## src/pmt_pkg.sv

```systemverilog
// Constants, register map and field layout of the period match timer.
// Assumes a 32-bit AXI4-Lite master and one clock at oscillator rate.
package pmt_pkg;

  localparam int          ADDR_W        = 8;
  localparam int          DATA_W        = 32;

  localparam logic [7:0]  OFF_CONTROL   = 8'h00;
  localparam logic [7:0]  OFF_COUNT     = 8'h04;
  localparam logic [7:0]  OFF_PERIOD    = 8'h08;
  localparam logic [7:0]  OFF_FLAG      = 8'h0C;
  localparam logic [7:0]  OFF_ENABLE    = 8'h10;

  localparam logic [7:0]  COUNT_RESET   = 8'h00;
  localparam logic [7:0]  PERIOD_RESET  = 8'hFF;
  localparam logic [6:0]  CONTROL_RESET = 7'h00;

  localparam int          FLAG_BIT      = 1;
  localparam int          CTL_RUN_BIT   = 2;

  // Instruction clock is one quarter of the oscillator
  localparam logic [1:0]  PHASE_LAST    = 2'h3;

  localparam logic [3:0]  PRE_TERM_1    = 4'h0;
  localparam logic [3:0]  PRE_TERM_4    = 4'h3;
  localparam logic [3:0]  PRE_TERM_16   = 4'hF;

  localparam logic [1:0]  RESP_OKAY     = 2'h0;
  localparam logic [1:0]  RESP_SLVERR   = 2'h2;

  typedef enum logic [2:0] {
    SEL_NONE,
    SEL_CONTROL,
    SEL_COUNT,
    SEL_PERIOD,
    SEL_FLAG,
    SEL_ENABLE
  } pmt_sel_e;

  typedef struct packed {
    logic [3:0] post_sel;
    logic       run;
    logic [1:0] pre_sel;
  } pmt_ctl_s;

endpackage

```

## src/pmt_timer.sv

```systemverilog
// Period match timer with an AXI4-Lite register slave.
// Assumes clock is the oscillator; one write and one read at a time.
//
// The placing of the registers and the AXI4-Lite register port were left to the implementer.
`timescale 1ns/1ps
module pmt_timer
  import pmt_pkg::*;
(
  input  wire logic              clock,
  input  wire logic              rst,
  input  wire logic [ADDR_W-1:0] s_axi_awaddr,
  input  wire logic              s_axi_awvalid,
  output logic                   s_axi_awready,
  input  wire logic [DATA_W-1:0] s_axi_wdata,
  input  wire logic [3:0]        s_axi_wstrb,
  input  wire logic              s_axi_wvalid,
  output logic                   s_axi_wready,
  output logic [1:0]             s_axi_bresp,
  output logic                   s_axi_bvalid,
  input  wire logic              s_axi_bready,
  input  wire logic [ADDR_W-1:0] s_axi_araddr,
  input  wire logic              s_axi_arvalid,
  output logic                   s_axi_arready,
  output logic [DATA_W-1:0]      s_axi_rdata,
  output logic [1:0]             s_axi_rresp,
  output logic                   s_axi_rvalid,
  input  wire logic              s_axi_rready,
  output logic                   irq,
  output logic                   match_tick,
  output logic                   pwm_time_base
);

  function automatic pmt_sel_e decode(input logic [ADDR_W-1:0] a);
    unique case (a)
      OFF_CONTROL: decode = SEL_CONTROL;
      OFF_COUNT:   decode = SEL_COUNT;
      OFF_PERIOD:  decode = SEL_PERIOD;
      OFF_FLAG:    decode = SEL_FLAG;
      OFF_ENABLE:  decode = SEL_ENABLE;
      default:     decode = SEL_NONE;
    endcase
  endfunction

  function automatic logic [3:0] pre_term(input logic [1:0] s);
    pre_term = s[1] ? PRE_TERM_16 : (s[0] ? PRE_TERM_4 : PRE_TERM_1);
  endfunction

  pmt_ctl_s              ctl_reg;
  logic [7:0]            count_reg;
  logic [7:0]            period_reg;
  logic                  flag_reg;
  logic                  enable_reg;
  logic [1:0]            phase_reg;
  logic [3:0]            pre_reg;
  logic [3:0]            post_reg;
  logic                  match_reg;
  logic [ADDR_W-1:0]     awaddr_reg;
  logic                  aw_full_reg;
  logic [DATA_W-1:0]     wdata_reg;
  logic [3:0]            wstrb_reg;
  logic                  w_full_reg;
  logic                  bvalid_reg;
  logic [1:0]            bresp_reg;
  logic                  rvalid_reg;
  logic [1:0]            rresp_reg;
  logic [DATA_W-1:0]     rdata_reg;

  logic                  wr_go;
  logic                  wr_lane;
  pmt_sel_e              wr_sel;
  logic                  wr_ctl;
  logic                  wr_cnt;
  logic                  wr_per;
  logic                  wr_flag;
  logic                  wr_en;
  logic                  instr_tick;
  logic                  timer_tick;
  logic                  match_hit;
  logic                  post_term;
  logic                  rd_go;
  logic [7:0]            rd_next;
  logic                  flag_next;

  // Write channel: address and data taken in either order
  assign s_axi_awready = !aw_full_reg;
  assign s_axi_wready  = !w_full_reg;
  assign s_axi_bvalid  = bvalid_reg;
  assign s_axi_bresp   = bresp_reg;
  assign wr_go   = aw_full_reg && w_full_reg && !bvalid_reg;
  assign wr_sel  = decode(awaddr_reg);
  // Registers live in byte lane 0 only
  assign wr_lane = wr_go && wstrb_reg[0];
  assign wr_ctl  = wr_lane && (wr_sel == SEL_CONTROL);
  assign wr_cnt  = wr_lane && (wr_sel == SEL_COUNT);
  assign wr_per  = wr_lane && (wr_sel == SEL_PERIOD);
  assign wr_flag = wr_lane && (wr_sel == SEL_FLAG);
  assign wr_en   = wr_lane && (wr_sel == SEL_ENABLE);

  always_ff @(posedge clock)
  begin
    if (rst)
    begin
      aw_full_reg <= 1'b0;
      awaddr_reg  <= '0;
    end
    else if (s_axi_awvalid && !aw_full_reg)
    begin
      aw_full_reg <= 1'b1;
      awaddr_reg  <= s_axi_awaddr;
    end
    else if (wr_go)
      aw_full_reg <= 1'b0;
  end

  always_ff @(posedge clock)
  begin
    if (rst)
    begin
      w_full_reg <= 1'b0;
      wdata_reg  <= '0;
      wstrb_reg  <= '0;
    end
    else if (s_axi_wvalid && !w_full_reg)
    begin
      w_full_reg <= 1'b1;
      wdata_reg  <= s_axi_wdata;
      wstrb_reg  <= s_axi_wstrb;
    end
    else if (wr_go)
      w_full_reg <= 1'b0;
  end

  always_ff @(posedge clock)
  begin
    if (rst)
    begin
      bvalid_reg <= 1'b0;
      bresp_reg  <= RESP_OKAY;
    end
    else if (wr_go)
    begin
      bvalid_reg <= 1'b1;
      bresp_reg  <= (wr_sel == SEL_NONE) ? RESP_SLVERR : RESP_OKAY;
    end
    else if (s_axi_bready)
      bvalid_reg <= 1'b0;
  end

  // Read channel: one cycle from address to data
  assign s_axi_arready = !rvalid_reg;
  assign s_axi_rvalid  = rvalid_reg;
  assign s_axi_rresp   = rresp_reg;
  assign s_axi_rdata   = rdata_reg;
  assign rd_go = s_axi_arvalid && !rvalid_reg;

  always_comb
  begin
    rd_next = 8'h00;
    unique case (decode(s_axi_araddr))
      SEL_CONTROL: rd_next = {1'b0, ctl_reg};
      SEL_COUNT:   rd_next = count_reg;
      SEL_PERIOD:  rd_next = period_reg;
      SEL_FLAG:    rd_next[FLAG_BIT] = flag_reg;
      SEL_ENABLE:  rd_next[FLAG_BIT] = enable_reg;
      SEL_NONE:    rd_next = 8'h00;
    endcase
  end

  always_ff @(posedge clock)
  begin
    if (rst)
    begin
      rvalid_reg <= 1'b0;
      rresp_reg  <= RESP_OKAY;
      rdata_reg  <= '0;
    end
    else if (rd_go)
    begin
      rvalid_reg <= 1'b1;
      rdata_reg  <= {24'h00_0000, rd_next};
      rresp_reg  <= (decode(s_axi_araddr) == SEL_NONE) ? RESP_SLVERR
                                                       : RESP_OKAY;
    end
    else if (s_axi_rready)
      rvalid_reg <= 1'b0;
  end

  always_ff @(posedge clock)
  begin
    if (rst)
      ctl_reg <= CONTROL_RESET;
    else if (wr_ctl)
      ctl_reg <= wdata_reg[6:0];
  end

  // Instruction clock phase; frozen while stopped to save power
  always_ff @(posedge clock)
  begin
    if (rst)
      phase_reg <= 2'h0;
    else if (ctl_reg.run)
      phase_reg <= phase_reg + 2'h1;
  end

  // Tick suppressed on a control write so the count cannot move
  assign instr_tick = ctl_reg.run && (phase_reg == PHASE_LAST) &&
                      !wr_ctl && !wr_cnt;
  assign timer_tick = instr_tick && (pre_reg == pre_term(ctl_reg.pre_sel));
  assign match_hit  = timer_tick && (count_reg == period_reg);
  assign post_term  = match_hit && (post_reg == ctl_reg.post_sel);

  always_ff @(posedge clock)
  begin
    if (rst || wr_ctl || wr_cnt)
      pre_reg <= 4'h0;
    else if (instr_tick)
      pre_reg <= (pre_reg == pre_term(ctl_reg.pre_sel)) ? 4'h0
                                                        : pre_reg + 4'h1;
  end

  always_ff @(posedge clock)
  begin
    if (rst)
      count_reg <= COUNT_RESET;
    else if (wr_cnt)
      count_reg <= wdata_reg[7:0];
    else if (match_hit)
      count_reg <= COUNT_RESET;
    else if (timer_tick)
      count_reg <= count_reg + 8'h01;
  end

  always_ff @(posedge clock)
  begin
    if (rst)
      period_reg <= PERIOD_RESET;
    else if (wr_per)
      period_reg <= wdata_reg[7:0];
  end

  always_ff @(posedge clock)
  begin
    if (rst || wr_ctl || wr_cnt)
      post_reg <= 4'h0;
    else if (match_hit)
      post_reg <= (post_reg == ctl_reg.post_sel) ? 4'h0 : post_reg + 4'h1;
  end

  always_ff @(posedge clock)
  begin
    if (rst)
      match_reg <= 1'b0;
    else
      match_reg <= match_hit;
  end

  assign match_tick    = match_reg;
  assign pwm_time_base = match_reg;

  // Set beats a write-one-to-clear in the same cycle
  assign flag_next = (flag_reg && !(wr_flag && wdata_reg[FLAG_BIT])) ||
                     post_term;

  always_ff @(posedge clock)
  begin
    if (rst)
      flag_reg <= 1'b0;
    else
      flag_reg <= flag_next;
  end

  always_ff @(posedge clock)
  begin
    if (rst)
      enable_reg <= 1'b0;
    else if (wr_en)
      enable_reg <= wdata_reg[FLAG_BIT];
  end

  assign irq = flag_reg && enable_reg;
endmodule // pmt_timer
```

## config.mk

```make
export PLATFORM = sky130hd
export DESIGN_NAME = pmt_timer
export DESIGN_NICKNAME = d
export VERILOG_FILES = /design/src/pmt_pkg.sv /design/src/pmt_timer.sv
export SDC_FILE = /design/constraint.sdc
export NUM_CORES = 1
export LEC_CHECK = 0
export BUFFER_PORTS_ARGS = -buffer_cell sky130_fd_sc_hd__buf_2
export CAP_MARGIN = 40
export CORE_AREA = 2 2 101 103
export CTS_CLUSTER_SIZE = 16
export DETAILED_ROUTE_END_ITERATION = 16
export DIE_AREA = 0 0 103 105
export SLEW_MARGIN = 25
export SYNTH_ARGS = -nofsm -noshare
export SYNTH_HDL_FRONTEND = slang
export SYNTH_SLANG_ARGS = --single-unit
```

## constraint.sdc

```tcl
create_clock -name clock -period 2.34 [get_ports clock]
set_clock_uncertainty 0.05 [all_clocks]
set_input_delay 0 -clock clock [delete_from_list [all_inputs] [get_ports clock]]
set_output_delay 0 -clock clock [all_outputs]
set_load 0.02 [all_outputs]
```

* After elaboration in Yosys (flattened, before gate mapping) *
Index checks and enable logic that the tools add are counted.
W data, S select, Z words.

cells by class
  $add $sub $neg = 4
  eq/ne operators = 22
  multiplexer cells = 23
  reduce and logical (&&, ||, !) cells = 40

operator list
  kind                   count
  $eq A8 B4 Y1 const B   4
  $pmux W3 S5            2
  $mux W8                3
  $logic_and A1 B1 Y1    20
  $pmux W6 S3            1
  $eq A8 B3 Y1 const B   2
  $eq A8 B5 Y1 const B   2
  $logic_not A8 Y1       2
  $eq A3 B2 Y1 const B   4
  $eq A3 B3 Y1 const B   4
  $mux W4                3
  $logic_not A3 Y1       3
  $add A4 B1 Y4 const B  2
  $add A8 B1 Y8 const B  1
  $eq A4 B4 Y1           2
  $eq A8 B8 Y1           1
  $reduce_bool A2 Y1     4
  $logic_not A1 Y1       7
  $mux W1                7
  $eq A3 B1 Y1 const B   2
  $mux W2                3
  $mux W3                2
  $pmux W1 S6            1
  $logic_or A1 B1 Y1     3
  other kinds (4)        4

storage, ports and cells
  register bits = 69
  input port bits = 59
  output and inout port bits = 44
  word-level logic and storage cells = 110

* Logic depth before layout (Yosys ltp) *
Gate-level depths: netlist (run 1).

  depth after elaboration = 11
  depth in mapped cells = 7
  gate-level depth less buffers = 6

* Worst setup path after synthesis (run 1) *
OpenSTA, ideal clock, no wires.

  path type = register -> register
  from = reg pre_reg[2]
  to = reg post_reg[3]
  setup time = 70 ps
  arrival time = 2133 ps
  required time = 2220 ps
  path slack = 87 ps
  cell stages (with the launch flop) = 7
  buffers on the path = 1
  clock period less this slack = 2253 ps
  cells stage by stage = dfxtp_1 or3_1 or4_4 a311o_1 buf_6 or4_1 a21oi_1

on the way
  cells in the longest elaborated chain, start to end = 3

RTL lines
  element                 RTL line          RTL
  from (decl)             pmt_timer.sv:54   logic [3:0] pre_reg;
  from (signal assigned)  pmt_timer.sv:217  pre_reg <= (pre_reg == pre_term(ctl_reg.pre_sel)) ? 4'h0
  $eq A4 B4 Y1            pmt_timer.sv:208  assign timer_tick = instr_tick && (pre_reg == pre_term(ctl_reg.pre_sel));
  $logic_and A1 B1 Y1     pmt_timer.sv:208
  $logic_and A1 B1 Y1     pmt_timer.sv:209  assign match_hit = timer_tick && (count_reg == period_reg);
  to (signal assigned)    pmt_timer.sv:246  post_reg <= (post_reg == ctl_reg.post_sel) ? 4'h0 : post_reg + 4'h1;
  to (decl)               pmt_timer.sv:55   logic [3:0] post_reg;

No other way between the ends.
A chain may end at the register's enable or synchronous reset.

* Final worst setup path (run 1) *
Ends and elaborated chain as after synthesis.

==> results.txt, run 1 <==
switching fraction of total power = 27.14%
CP endpoint kind = flip-flop
H-tree levels = 3
Power Density = 576.6 nW/um2
Max Buffers Root-to-Sink = 2
layout cells sized above 1 = 19.80%
worst r2r src = pre_reg[2]$_SDFFE_PP0P_
most frequent CP cell = or4_4
Die Ht = 105 um
GP Congestion = 0.9228
Cell Chain, Critical Path = or3_4 > or4_4 > a311o_1 > buf_6 > or4_4 > a21oi_1
core area = 9639 um2
RSZ-0062 raised after global routing = yes
area grow syn2layout = 26.24%
IO Count = 103
vias in the first global route = 2,762
violated checks = negative setup slack
most frequent cells in the layout = dfxtp_1, buf_2, nor2_1, nand2_1, conb_1
Die Wd = 103 um
Clk Latency, worst-skew pair = 350 ps
DRT Pass-1 Iters = 5
CTS tree = built
clk root buf = clkbuf_8
CTS Buf Count = 9
type of origin of the critical path = flip-flop
placed insts = 580
CTS Sinks = 67
Yosys top cell by area = dfxtp_1
first-pass GRT wire length = 13,480 um
slew at the pin closest to its max-slew limit = 631.2 ps
delay-heaviest family, CP = simple AND/OR/NAND/NOR gates
Final Setup Violations = 1
P_sw = 0.0006603 W
CP required = 2570 ps
share of the synthesized area in the top cell type = 40.13%
DRT Wirelength = 8133 um
Netlist cell types = 46
post-layout util = 43.77%
Fmax = 0.4255 GHz
via count = 2,971
dpl cell area = 3720 um2
CP startpoint = pre_reg[2]$_SDFFE_PP0P_
DR WL/cell = 13.05 um
fin area = 4219 um2
vias per cell = 4.769
final worst setup slack = -10.41 ps
DR DRC count = 0
post-synthesis cell area = 3342 um2
crit path DAT = 2580 ps
yosys warns = 0
CP max stage cell = or4_4
Slew Viols, Final = 0
kind of critical path = reg2reg
largest net degree at the start of global routing = 61
share of power burned in combinational logic = 10.6%
Hold Violations, Final = 0
R2R setup slack = -10 ps
syn_area_per_cell = 8.334 um2
Syn Inst Count = 401
worst vdd ir = 0.3524 mV
Clock Power Share = 40.2%
post-DP HPWL = 5832 um
row cnt = 36
1st-iter DRT viols = 128
Ant. Diodes = 0
final net count = 548
max_cap viols = 0
slowest stage delay, CP = 490 ps
LEAKAGE = 1.742 nW
antenna violations before repair = 0
non-filler cells, final = 623
Hold Crit Class = in2reg
Area contributors post-synth = dfxtp_1, mux2i_1, buf_4
part of the power in registers = 49.1%
post-synthesis async set-or-reset flop share = 0%
status = complete, but fails checks
Final min period = 2350 ps
Bufs and invs on worst path = 1
hold_ws = 55.73 ps
most common cell after layout, fill and taps aside = dfxtp_1
PortBufs = 49
grt total ovfl = 0
Detail Route Antenna Nets = 0
sequential share of the synthesized area = 40.13%
Hold Startpoint = s_axi_araddr[0]
crit path max fanout = 9
Die ar. = 10,820 um2
GRT Total Usage = 15.88%
Clock transition at path regs = 80 ps
final period utilization = 100.4%
Initial Util = 34.67%
worst slack at placement = -0.08393 ps
main flop type after synthesis = dfxtp_1
Internal = 0.001773 W
Slew HR = 57.92%
synthesized flop and latch total = 67
number of flops mapped to enable cells by yosys = 0
## per-layer routing
metal,share of wire [%],wire (um),up-vias,global-route usage (%)
li1,-,-,1503,-
met1,46,3775,1381,20.61
met2,48,3912,76,25.70
met3,3.8,307,11,3.746
met4,1.7,138,0,5.169
met5,0,0,-,0
## cells by family (layout without fill, tap and decap cells)
logic type               Yosys count  after routing  share of synthesized area [%]
flip-flops                        67             67                          40.13
adder cells (fa/ha/maj)            4              4                          1.498
AO/OA/AOI/OAI                     64             64                          12.65
multiplexers                      25             25                          7.488
XOR/XNOR                          21             21                          5.504
AND/OR/NAND/NOR                  158            158                          22.46
buffers and inverters             61            125                          10.15
other                              1             26                         0.1122
## power groups by stage
stage	Clock (W)	Sequential [W]	Combinational, W
CTS	0.00101	0.00120	0.000254
detailed placement	0	0.00122	0.000222
floorplan	0	0.00122	0.000184
global route	0.00106	0.00120	0.000287
finish	0.000979	0.00120	0.000259
global placement	0	0.00122	0.000219
## worst paths after layout
path	to	cells past startpoint
worst max register to register	post_reg[3]$_SDFFE_PP0N_	6
worst max-delay path	post_reg[3]$_SDFFE_PP0N_	6
worst min register to register	s_axi_rdata[1]$_SDFFE_PP0P_	2
worst min-delay path	s_axi_rdata[1]$_SDFFE_PP0P_	5
## Yosys cell counts, drive strengths merged, types with 3 or more instances
cell and n:
nand2 45, inv 13, a211o 8, nand4 3
nand3b 3, xor2 14, o31ai 3, o21ai 9
a22oi 6, xnor2 7, nor2 48, nand3 21
nor4 7, a21oi 20, dfxtp 67, or4 5
or3 3, a31oi 7, clkbuf 17, buf 31
nor3 10, nor2b 4, ha 4, mux2i 25
and2 3
## tightest hold or removal path, delay by kind of cell
family,cells,cell delay [ps]
buffers and inverters,1,70
AOI/OAI and AO/OA,1,50
and+or+nand+nor,3,280
## per-stage QoR
stage | TNS, ps | power, W
after global routing | -232.1 | 0.002549
after floorplan | 0 | 0.001405
after detailed placement | -0.08393 | 0.001444
after global placement | 0 | 0.001440
after CTS | -9.150 | 0.002458
final | -10.41 | 0.002433
## area by class of cell
cell class / count / area, um2
Inverter: 13 / 48.80
Multi-Input combinational cell: 298 / 1784
Clock inverter: 7 / 76.32
Clock buffer: 9 / 123.9
Tap cell: 133 / 166.4
Fill cell: 955 / 5420
Timing Repair Buffer: 96 / 676.9
Sequential cell: 67 / 1343
## repair_timing
action / 4_1_cts / 5_1_grt
pin swaps: 0 / 0
buffers inserted: 0 / 2
hold buffers: 25 / 0
hold endpoints to repair: 30 / 0
endpoints found under the setup margin: 1 / 12
gates resized for setup: 1 / 6
Note: power is estimated with default switching activity, not from simulation.
==> run 2, diff against run 1 <==
- HOLD_SLACK_MARGIN: not set -> 0.1
==> run 2 against run 1 <==
Effect of this change:
- the run still ends with negative setup slack left
- largest power group unchanged
- register-to-register slack barely moved
- cell count increased by 0.80%
- sequential cell count stayed put
- wire length increased by 1.8%
==> results.txt, run 2 (synthesis gave the netlist of run 1 again) <==
status = complete, but fails checks
violated checks = negative setup slack
worst slack at placement = -0.08393 ps
Hold Crit Class = in2reg
DR WL/cell = 13.18 um
Power Total = 0.002440 W
post-DP HPWL = 5832 um
met1 usage = 20.61%
CTS Sinks = 67
dpl cell area = 3720 um2
RSZ-0062 raised after global routing = yes
H-tree levels = 3
1st-iter DRT viols = 145
CP endpoint kind = flip-flop
Die Ht = 105 um
Clock Power Share = 40.1%
met3 Use GR = 3.746%
first-pass GRT wire length = 13,580 um
most frequent cells in the layout = dfxtp_1, buf_2, nor2_1, nand2_1, dlygate4sd3_1
Final min period = 2346 ps
vias per cell = 4.726
Final Setup Violations = 1
CTS tree = built
GP Congestion = 0.9228
final worst setup slack = -6.242 ps
GRT Total Usage = 15.99%
GRT busiest layer = met2
Clk Latency, worst-skew pair = 350 ps
CP max stage cell = or4_4
row cnt = 36
final period utilization = 100.3%
vias in the first global route = 2,787
Slew Viols, Final = 0
Hold Violations, Final = 0
PortBufs = 49
most common cell after layout, fill and taps aside = dfxtp_1
slew at the pin closest to its max-slew limit = 643.7 ps
P_sw = 0.0006627 W
IO Count = 103
kind of critical path = reg2reg
switching fraction of total power = 27.16%
Ant. Diodes = 0
delay-heaviest family, CP = simple AND/OR/NAND/NOR gates
DRT Wirelength = 8280 um
Internal = 0.001777 W
antenna violations before repair = 0
Clock transition at path regs = 70 ps
area grow syn2layout = 28.04%
max_cap viols = 0
Detail Route Antenna Nets = 0
Die Wd = 103 um
Initial Util = 34.67%
type of origin of the critical path = flip-flop
core area = 9639 um2
Fmax = 0.4262 GHz
Bufs and invs on worst path = 1
DR DRC count = 0
layout cells sized above 1 = 20.20%
via count = 2,968
CP required = 2570 ps
clk root buf = clkbuf_8
worst vdd ir = 0.3523 mV
DRT Pass-1 Iters = 4
crit path max fanout = 9
fin area = 4279 um2
LEAKAGE = 1.769 nW
M2 GR Usage = 26.07%
most frequent CP cell = or4_4
grt total ovfl = 0
Max Buffers Root-to-Sink = 2
Power Density = 570.1 nW/um2
final net count = 553
Cell Chain, Critical Path = or3_4 > or4_4 > a311o_1 > buf_6 > or4_4 > a21oi_1
largest net degree at the start of global routing = 61
share of power burned in combinational logic = 10.8%
part of the power in registers = 49.0%
crit path DAT = 2580 ps
CTS Buf Count = 9
slowest stage delay, CP = 490 ps
Slew HR = 57.08%
Die ar. = 10,820 um2
-- run 2: power groups by stage --
stage | clock network (W) | logic [W] | registers [W]
3_3_place_gp | 0 | 0.000219 | 0.00122
3_5_place_dp | 0 | 0.000222 | 0.00122
4_1_cts | 0.00101 | 0.000260 | 0.00120
2_1_floorplan | 0 | 0.000184 | 0.00122
5_1_grt | 0.00106 | 0.000294 | 0.00120
6_report | 0.000979 | 0.000265 | 0.00120
-- run 2: final cells by class --
| cell class | count | area (um2) |
|---|---|---|
| timing repair buffer | 101 | 726.9 |
| fill | 953 | 5360 |
| sequential | 67 | 1343 |
| inverter | 13 | 48.80 |
| clock buffer | 9 | 123.9 |
| multi-input combinational | 298 | 1794 |
| tap | 133 | 166.4 |
| clock inverter | 7 | 76.32 |
-- run 2: per-layer routing --
| layer | vias up | wire (um) |
|---|---|---|
| met3 | 9 | 348 |
| met2 | 86 | 3981 |
| li1 | 1514 | - |
| met4 | 0 | 148 |
| met5 | - | 0 |
| met1 | 1359 | 3802 |
-- run 2: worst min-delay path: cells and delay by family --
family	cells	cell delay (ps)
buffers and inverters	1	170
multiplexers	1	150
AND/OR/NAND/NOR	1	130
AO/OA/AOI/OAI	1	60
-- run 2: metrics by stage --
step,setup TNS [ps],hold slack [ps],std cells,util (%)
after CTS,-10.06,136.5,627,43.93
after detailed placement,-0.08393,140.5,580,38.59
after global routing,-224.2,167.4,628,44.39
after floorplan,0,49.02,426,-
after global placement,0,140.2,580,38.59
final,-6.242,153.2,628,44.39
-- run 2: path summary, 6_finish.rpt --
| path | slack, ps | startpoint | end | cells past startpoint |
|---|---|---|---|---|
| min | 150 | s_axi_araddr[2] | s_axi_rdata[1]$_SDFFE_PP0P_ | 4 |
| max reg2reg | -6 | pre_reg[2]$_SDFFE_PP0P_ | post_reg[3]$_SDFFE_PP0N_ | 6 |
| max | -6 | pre_reg[2]$_SDFFE_PP0P_ | post_reg[3]$_SDFFE_PP0N_ | 6 |
| min reg2reg | 420 | s_axi_rdata[1]$_SDFFE_PP0P_ | s_axi_rdata[1]$_SDFFE_PP0P_ | 2 |
-- run 2: repair_timing --
action,CTS,global route
gates resized for setup,1,9
hold buffers,31,0
buffers inserted,0,2
setup endpoints to repair,1,13
pin swaps,0,1
hold endpoints to repair,31,0
